## src/core/gvp_pkg.sv

```systemverilog
// Constants, field layouts and carriers for the GPIO and video path config slice.
// Assumes one register clock, a plain strobe register port and an 8-bit data path.
package gvp_pkg;

  // ----------------------------------------
  // Bus geometry
  // ----------------------------------------
  localparam int GVP_ADDR_W = 8;
  localparam int GVP_DATA_W = 8;
  localparam int GVP_FC_W = 7;
  localparam int GVP_NUM_PINS = 4;

  // ----------------------------------------
  // Register offsets
  // ----------------------------------------
  localparam logic [7:0] GVP_OFS_PINS_5_6 = 8'h20;
  localparam logic [7:0] GVP_OFS_PINS_7_8 = 8'h21;
  localparam logic [7:0] GVP_OFS_VIDEO_PATH = 8'h22;

  // ----------------------------------------
  // Values after reset
  // ----------------------------------------
  localparam logic [7:0] GVP_RST_PINS_5_6 = 8'h00;
  localparam logic [7:0] GVP_RST_PINS_7_8 = 8'h00;
  localparam logic [7:0] GVP_RST_VIDEO_PATH = 8'h00;

  // ----------------------------------------
  // Field positions
  // ----------------------------------------
  localparam int GVP_LO_PIN_LSB = 0;
  localparam int GVP_HI_PIN_LSB = 4;
  localparam int GVP_BIT_HOLD = 7;
  localparam int GVP_FC_MSB = 6;

  // Pin codes, written {direction, function_enable}
  localparam logic [1:0] GVP_CODE_FUNC_OUT = 2'h0;
  localparam logic [1:0] GVP_CODE_GP_OUT = 2'h1;
  localparam logic [1:0] GVP_CODE_TRISTATE = 2'h2;
  localparam logic [1:0] GVP_CODE_GP_IN = 2'h3;

  // ----------------------------------------
  // Carriers
  // ----------------------------------------
  // One pin nibble, bit 3 down to bit 0
  typedef struct packed {
    logic out_level;
    logic remote_ctrl;
    logic direction;
    logic function_enable;
  } gvp_pin_cfg_t;

  // Video path control, bit 7 down to bit 0
  typedef struct packed {
    logic hold_local_settings;
    logic pass_video_unqualified;
    logic video_valid_polarity;
    logic suppress_audio_on_video_pins;
    logic four_chan_from_reg;
    logic video_18bit;
    logic audio_inband;
    logic four_chan_enable;
  } gvp_vpath_t;

endpackage

```

## src/core/gvp_pin_ctrl.sv

```systemverilog
// One general-purpose pin: input synchroniser and registered pad drive.
// Assumes the remote level and functional data arrive on the register clock.
module gvp_pin_ctrl
  import gvp_pkg::*;
(
  // Clock and reset
  input wire logic i_ref_clk,
  input wire logic i_rst_n,
  input wire logic i_clk_en,
  // Configuration and sources
  input wire gvp_pin_cfg_t i_cfg,
  input wire logic i_func_out,
  input wire logic i_remote_level,
  // Pad
  input wire logic i_pad_in,
  output logic o_pad_out,
  output logic o_pad_oe,
  output logic o_in_level
);

  logic sync_meta;
  logic next_pad_out;
  logic next_pad_oe;

  // Pad drive selection from the pin code and remote control
  always_comb begin
    next_pad_out = 1'b0;
    next_pad_oe = 1'b0;
    if (i_cfg.remote_ctrl) begin
      next_pad_oe = 1'b1;
      next_pad_out = i_remote_level;
    end else begin
      unique case ({i_cfg.direction, i_cfg.function_enable})
        GVP_CODE_FUNC_OUT: begin
          next_pad_oe = 1'b1;
          next_pad_out = i_func_out;
        end
        GVP_CODE_GP_OUT: begin
          next_pad_oe = 1'b1;
          next_pad_out = i_cfg.out_level;
        end
        GVP_CODE_TRISTATE: begin
          next_pad_oe = 1'b0;
        end
        GVP_CODE_GP_IN: begin
          next_pad_oe = 1'b0;
        end
      endcase
    end
  end

  // Two flops on the pad input; the first feeds only the second
  always_ff @(posedge i_ref_clk or negedge i_rst_n) begin
    if (!i_rst_n) begin
      sync_meta <= 1'b0;
      o_in_level <= 1'b0;
      o_pad_out <= 1'b0;
      o_pad_oe <= 1'b0;
    end else if (i_clk_en) begin
      sync_meta <= i_pad_in;
      o_in_level <= sync_meta;
      o_pad_out <= next_pad_out;
      o_pad_oe <= next_pad_oe;
    end
  end

endmodule

```

## src/core/gvp_regs.sv

```systemverilog
// GPIO pins 5 to 8 and video path control registers with their pad and mode outputs.
// Assumes the forward-channel decoder and video path share the register clock;
// pad inputs are asynchronous and are synchronised in each pin controller.
module gvp_regs
  import gvp_pkg::*;
(
  // Clock, reset and enable
  input wire logic i_ref_clk,
  input wire logic i_rst_n,
  input wire logic i_clk_en,

  // Register port
  input wire logic [GVP_ADDR_W-1:0] i_addr,
  input wire logic [GVP_DATA_W-1:0] i_wdata,
  input wire logic i_wr_stb,
  input wire logic i_rd_stb,
  output logic [GVP_DATA_W-1:0] o_rdata,

  // Forward-channel settings from the remote serializer
  input wire logic i_fc_load,
  input wire logic [GVP_FC_W-1:0] i_fc_value,

  // Video path
  input wire logic i_video_valid_strobe,
  output logic o_pixel_forward,
  output logic o_content_protect_en,
  output logic o_audio_pkt_out_en,
  output logic o_four_chan_audio,
  output logic o_video_18bit,
  output logic o_audio_inband,

  // Pins 5 to 8, index 0 is pin 5
  input wire logic [GVP_NUM_PINS-1:0] i_func_out,
  input wire logic [GVP_NUM_PINS-1:0] i_remote_level,
  input wire logic [GVP_NUM_PINS-1:0] i_pad_in,
  output logic [GVP_NUM_PINS-1:0] o_pad_out,
  output logic [GVP_NUM_PINS-1:0] o_pad_oe,
  output logic [GVP_NUM_PINS-1:0] o_pad_in_level
);

  // ----------------------------------------
  // Register state
  // ----------------------------------------
  logic [GVP_DATA_W-1:0] pins_5_6;
  logic [GVP_DATA_W-1:0] pins_7_8;
  gvp_vpath_t video_path;
  logic [GVP_DATA_W-1:0] next_pins_5_6;
  logic [GVP_DATA_W-1:0] next_pins_7_8;
  gvp_vpath_t next_video_path;
  logic [GVP_DATA_W-1:0] next_rdata;

  // Decoded accesses
  logic wr_pins_5_6;
  logic wr_pins_7_8;
  logic wr_video_path;
  logic fc_accept;
  logic [GVP_DATA_W-1:0] read_value;

  // ----------------------------------------
  // Address decode
  // ----------------------------------------
  // Writes to unmapped offsets fall through with no effect
  assign wr_pins_5_6 = i_wr_stb && (i_addr == GVP_OFS_PINS_5_6);
  assign wr_pins_7_8 = i_wr_stb && (i_addr == GVP_OFS_PINS_7_8);
  assign wr_video_path = i_wr_stb && (i_addr == GVP_OFS_VIDEO_PATH);

  // Remote reload only while local settings are not held
  assign fc_accept = i_fc_load && !video_path.hold_local_settings;

  // ----------------------------------------
  // Read mux
  // ----------------------------------------
  // Unmapped offsets read as zero
  always_comb begin
    unique case (i_addr)
      GVP_OFS_PINS_5_6: read_value = pins_5_6;
      GVP_OFS_PINS_7_8: read_value = pins_7_8;
      GVP_OFS_VIDEO_PATH: read_value = video_path;
      default: read_value = '0;
    endcase
  end

  // ----------------------------------------
  // Next register values
  // ----------------------------------------
  // The reserved bit of the pin 7/8 nibble is stored and read back but unused
  always_comb begin
    next_pins_5_6 = pins_5_6;
    next_pins_7_8 = pins_7_8;
    next_video_path = video_path;
    next_rdata = '0;
    if (wr_pins_5_6) begin
      next_pins_5_6 = i_wdata;
    end
    if (wr_pins_7_8) begin
      next_pins_7_8 = i_wdata;
    end
    if (wr_video_path) begin
      next_video_path = i_wdata;
    end
    // Remote value overwrites bits 6..0 last, so it wins a same-cycle write
    if (fc_accept) begin
      next_video_path[GVP_FC_MSB:0] = i_fc_value;
    end
    // Read data stand only in the cycle after the strobe
    if (i_rd_stb) begin
      next_rdata = read_value;
    end
  end

  // Register file flops
  always_ff @(posedge i_ref_clk or negedge i_rst_n) begin
    if (!i_rst_n) begin
      pins_5_6 <= GVP_RST_PINS_5_6;
      pins_7_8 <= GVP_RST_PINS_7_8;
      video_path <= GVP_RST_VIDEO_PATH;
      o_rdata <= '0;
    end else if (i_clk_en) begin
      pins_5_6 <= next_pins_5_6;
      pins_7_8 <= next_pins_7_8;
      video_path <= next_video_path;
      o_rdata <= next_rdata;
    end
  end

  // ----------------------------------------
  // Video path decode
  // ----------------------------------------
  logic valid_active;
  logic next_pixel_forward;
  logic next_content_protect_en;
  logic next_audio_pkt_out_en;
  logic next_four_chan_audio;
  logic next_video_18bit;
  logic next_audio_inband;

  // Strobe is taken in true sense or inverted per the polarity bit
  assign valid_active = i_video_valid_strobe ^ video_path.video_valid_polarity;

  // Mode outputs from the stored fields
  always_comb begin
    // Unqualified pass ignores the strobe entirely
    next_pixel_forward = video_path.pass_video_unqualified || valid_active;
    // Protection cannot run without framing by the valid strobe
    next_content_protect_en = !video_path.pass_video_unqualified;
    next_audio_pkt_out_en = !video_path.suppress_audio_on_video_pins
                            && !video_path.pass_video_unqualified;
    // Bit 3 low forces four-channel audio off whatever bit 0 holds
    next_four_chan_audio = video_path.four_chan_from_reg
                           && video_path.four_chan_enable;
    next_video_18bit = video_path.video_18bit;
    next_audio_inband = video_path.audio_inband;
  end

  // Registered mode outputs, one cycle behind the register
  always_ff @(posedge i_ref_clk or negedge i_rst_n) begin
    if (!i_rst_n) begin
      o_pixel_forward <= 1'b0;
      o_content_protect_en <= 1'b0;
      o_audio_pkt_out_en <= 1'b0;
      o_four_chan_audio <= 1'b0;
      o_video_18bit <= 1'b0;
      o_audio_inband <= 1'b0;
    end else if (i_clk_en) begin
      o_pixel_forward <= next_pixel_forward;
      o_content_protect_en <= next_content_protect_en;
      o_audio_pkt_out_en <= next_audio_pkt_out_en;
      o_four_chan_audio <= next_four_chan_audio;
      o_video_18bit <= next_video_18bit;
      o_audio_inband <= next_audio_inband;
    end
  end

  // ----------------------------------------
  // Pin configuration
  // ----------------------------------------
  gvp_pin_cfg_t pin_cfg [GVP_NUM_PINS];
  gvp_pin_cfg_t pin7_raw;

  // Pin 7 has no enable bit; its code uses enable 0 (functional or tri-state)
  assign pin7_raw = pins_7_8[GVP_LO_PIN_LSB +: 4];

  always_comb begin
    pin_cfg[0] = pins_5_6[GVP_LO_PIN_LSB +: 4];
    pin_cfg[1] = pins_5_6[GVP_HI_PIN_LSB +: 4];
    pin_cfg[2] = pin7_raw;
    pin_cfg[2].function_enable = 1'b0;
    pin_cfg[3] = pins_7_8[GVP_HI_PIN_LSB +: 4];
  end

  // ----------------------------------------
  // Pin controllers
  // ----------------------------------------
  // Pad drive is registered, so it follows a config write by one cycle
  for (genvar p = 0; p < GVP_NUM_PINS; p++) begin : g_pin
    gvp_pin_ctrl u_pin (
      .i_ref_clk(i_ref_clk),
      .i_rst_n(i_rst_n),
      .i_clk_en(i_clk_en),
      .i_cfg(pin_cfg[p]),
      .i_func_out(i_func_out[p]),
      .i_remote_level(i_remote_level[p]),
      .i_pad_in(i_pad_in[p]),
      .o_pad_out(o_pad_out[p]),
      .o_pad_oe(o_pad_oe[p]),
      .o_in_level(o_pad_in_level[p])
    );
  end

endmodule

```

## config.mk

```make
export PLATFORM = sky130hd
export DESIGN_NAME = gvp_regs
export DESIGN_NICKNAME = d
export VERILOG_FILES = /design/src/core/gvp_pkg.sv /design/src/core/gvp_pin_ctrl.sv /design/src/core/gvp_regs.sv
export SDC_FILE = /design/constraint.sdc
export NUM_CORES = 1
export LEC_CHECK = 0
export BUFFER_PORTS_ARGS = -buffer_cell sky130_fd_sc_hd__buf_2
export CAP_MARGIN = 20
export CORE_MARGIN = 2
export CORE_UTILIZATION = 50
export DETAILED_ROUTE_END_ITERATION = 10
export GPL_ROUTABILITY_DRIVEN = 0
export PLACE_DENSITY = 0.74
export SYNTH_ARGS = -nofsm -noshare
export SYNTH_HDL_FRONTEND = slang
export SYNTH_SLANG_ARGS = --single-unit
```

## constraint.sdc

```tcl
create_clock -name i_ref_clk -period 2.05 [get_ports i_ref_clk]
set_input_delay 0.1025 -clock i_ref_clk [delete_from_list [all_inputs] [get_ports i_ref_clk]]
set_output_delay 0.1025 -clock i_ref_clk [all_outputs]
set_load 0.01 [all_outputs]
```

==> out/metrics.csv <==
metric,value,unit
power per cell area,703,nW/um^2
via/cell ratio,5.24,
Worst R2R End,next_audio_inband,
Worst Setup End Kind,flop,
delay of the slowest critical-path stage,420,ps
Area contributors post-synth,"dfrtp_1 53%, mux2_2 18%, mux2i_1 4.7%",
GRT Overall Usage,0.195,
Final Skew,2.92,ps
clock sink count,54,
# rows,26,
share of the synthesized area in the top cell type,0.527,
initial antenna violation count,0,
"Cell Area, Placed",2910,sq um
"Design Area, Final",3000,sq um
actual slew at the worst max-slew pin,626,ps
routed len/inst,16.1,microns
Worst EP required,2240,ps
count of cell types in the netlist,28,
GR peak layer,met2,
worst path cell trace,"nor2b_1, buf_4, mux2_2, mux2_2",
first-pass GRT wire length,8.17,mm
reg2reg setup slack,560,ps
Initial DRT Pass Iterations,4,
cts repair resizes,0,
DP HPWL,3.84,mm
DR DRC count,0,
Min-Delay Startpoint,i_pad_in[2],
CP Max Fanout,4,
vias in the first global route,1683,
#FFs+latches synth,54,
initial core utilization,0.511,
Leakage,0.00141,uW
met1 usage in global routing,0.253,
Post-CTS Setup Bufs,0,
Synth Warn #,0,
kind of critical path,flop to flop,
Final nets,301,
largest net degree at the start of global routing,41,
total grt overflow,0,
Top Ports,68,
Fill cells,459,
Clock Pin Slew Worst Setup and Hold Paths,90,ps
CTS Buf Count,5,
CP startpoint kind,flop,
Post-Syn Area,2560,sq um
Max Slew Vio Count,0,
Core Area,5010,sq um
Final period util,0.726,
met3 Use GR,0.0410,
total wire length,5.31,mm
fmax,672,MHz
Critical Path AT,1670,ps
Final Hold Viols,0,
Max-slew headroom,0.582,
ANT cells,0,
H-tree lvl count,2,
Min-Delay Endpoint,g_pin[2].u_pin.sync_meta,
hold buffer count at cts,1,
Vias,1723,
final total power,2110,uW
clk root buf,clkbuf_8,
Mean Syn Cell Area,12.8,sq um
"commonest non-fill, non-tap cells in the layout","67 x buf_2, 54 x dfrtp_1, 41 x mux2_2",
register area share after synthesis,0.527,
Port Buffers,67,
slowest CP cell,dfrtp_1,
min Tclk post-route,1490,ps
total die area,5710,sq um
M2 GR Usage,0.322,
post-route ant nets,0,
setup_tns,0,ps
post-synth top area cell,dfrtp_1,
status,completed,
HP Class,input pin to flop,
hold path depth,2,
RSZ-0062 raised after global routing,false,
clock latency on the worst-skew pair,300,ps
Synth-to-Final Area Change,16.9,%
Synth Instances,200,
Final setup viols,0,
hold_ws,33.1,ps
worst flop-to-flop path startpoint,video_path[7],
die width,75.6,microns
ratio of cells with drive above 1 in the final layout,0.479,
max cap viols,0,
Mapped Nets,242,
"most common cell after layout, fill and taps aside",buf_2,
most used cell along the critical path,mux2_2,
Peak VDD IR,0.384,mV
Bufs on Longest Clock Path,2,
die height,75.6,microns
worst r2r path cells,4,
Starting DRT DRC Count,64,
CTS tree,built,
[Yosys cell counts, drive strengths merged]
cell type and number:
a21oi 2, a22oi 1, a2bb2oi 8, a31oi 4
a41oi 1, and3b 1, buf 15, clkbuf 6
dfrtp 54, inv 14, mux2 42, mux2i 12
nand2 4, nand3 1, nand4 4, nor2 10
nor2b 3, nor3b 1, nor4b 1, o21a 3
o21ai 1, o22ai 8, o311ai 3, xor2 1
[registers in the layout, indices dropped and copies added, names as in the netlist, 4 cells and up]
name,count
o_rdata,8
g_pin.u_pin.o_in_level,4
g_pin.u_pin.o_pad_out,4
g_pin.u_pin.sync_meta,4
g_pin.u_pin.o_pad_oe,4
pins_7_8,8
pins_5_6,8
video_path,6
[logic make-up after synthesis]
| logic type | count (synthesis) | synth area share |
|---|---|---|
| multiplexers | 54 | 0.233 |
| flip-flops | 54 | 0.527 |
| buffers and inverters | 35 | 0.0698 |
| AO/OA/AOI/OAI | 31 | 0.0952 |
| AND/OR/NAND/NOR | 25 | 0.0713 |
| XOR/XNOR | 1 | 0.00342 |
[stage by stage]
| step | setup slack (ps) | std cells | util |
|---|---|---|---|
| 6_report | 562 | 329 | 0.598 |
| 5_1_grt | 500 | 329 | 0.598 |
| 4_1_cts | 537 | 329 | 0.598 |
| 3_5_place_dp | 498 | 321 | 0.581 |
| 3_3_place_gp | 553 | 321 | 0.581 |
| 2_1_floorplan | 583 | 200 | - |
[routing by layer]
layer / part of all wire / wire [microns]
met5: 0 / 0
met1: 0.43 / 2290
met3: 0.051 / 270
met4: 0.021 / 112
met2: 0.50 / 2640
[worst max-delay path by stage]
stage	to	start	cells after the start	slack (ps)
global route	next_video_18bit	video_path[7]	4	500
detailed placement	video_path[6]	i_addr[3]	4	500
CTS	next_audio_inband	video_path[7]	4	540
floorplan	video_path[6]	video_path[7]	4	580
finish	next_audio_inband	video_path[7]	4	560
global placement	video_path[6]	i_addr[3]	4	550
[report_power, final]
part | switching (uW) | leakage (uW) | internal (uW)
sequential | 58.0 | 0.000675 | 1150
combinational | 164 | 0.000700 | 182
clock | 314 | 0.0000383 | 236
total | 537 | 0.00141 | 1570
[worst max-delay path: cells and delay by family, from the launching register on]
kind	cells	cell delay (ps)
buffers and inverters	1	180
flip-flops	1	420
multiplexers	2	610
AND/OR/NAND/NOR	1	190
[layout make-up]
cell class | count | area, sq um | share of cell area
Sequential cell | 54 | 1350 | 0.451
Tap cell | 70 | 87.6 | 0.0292
Multi-Input combinational cell | 111 | 1030 | 0.345
Clock buffer | 7 | 76.3 | 0.0255
Inverter | 14 | 52.6 | 0.0175
Timing Repair Buffer | 73 | 395 | 0.132
(Power assumes the default switching activity.)
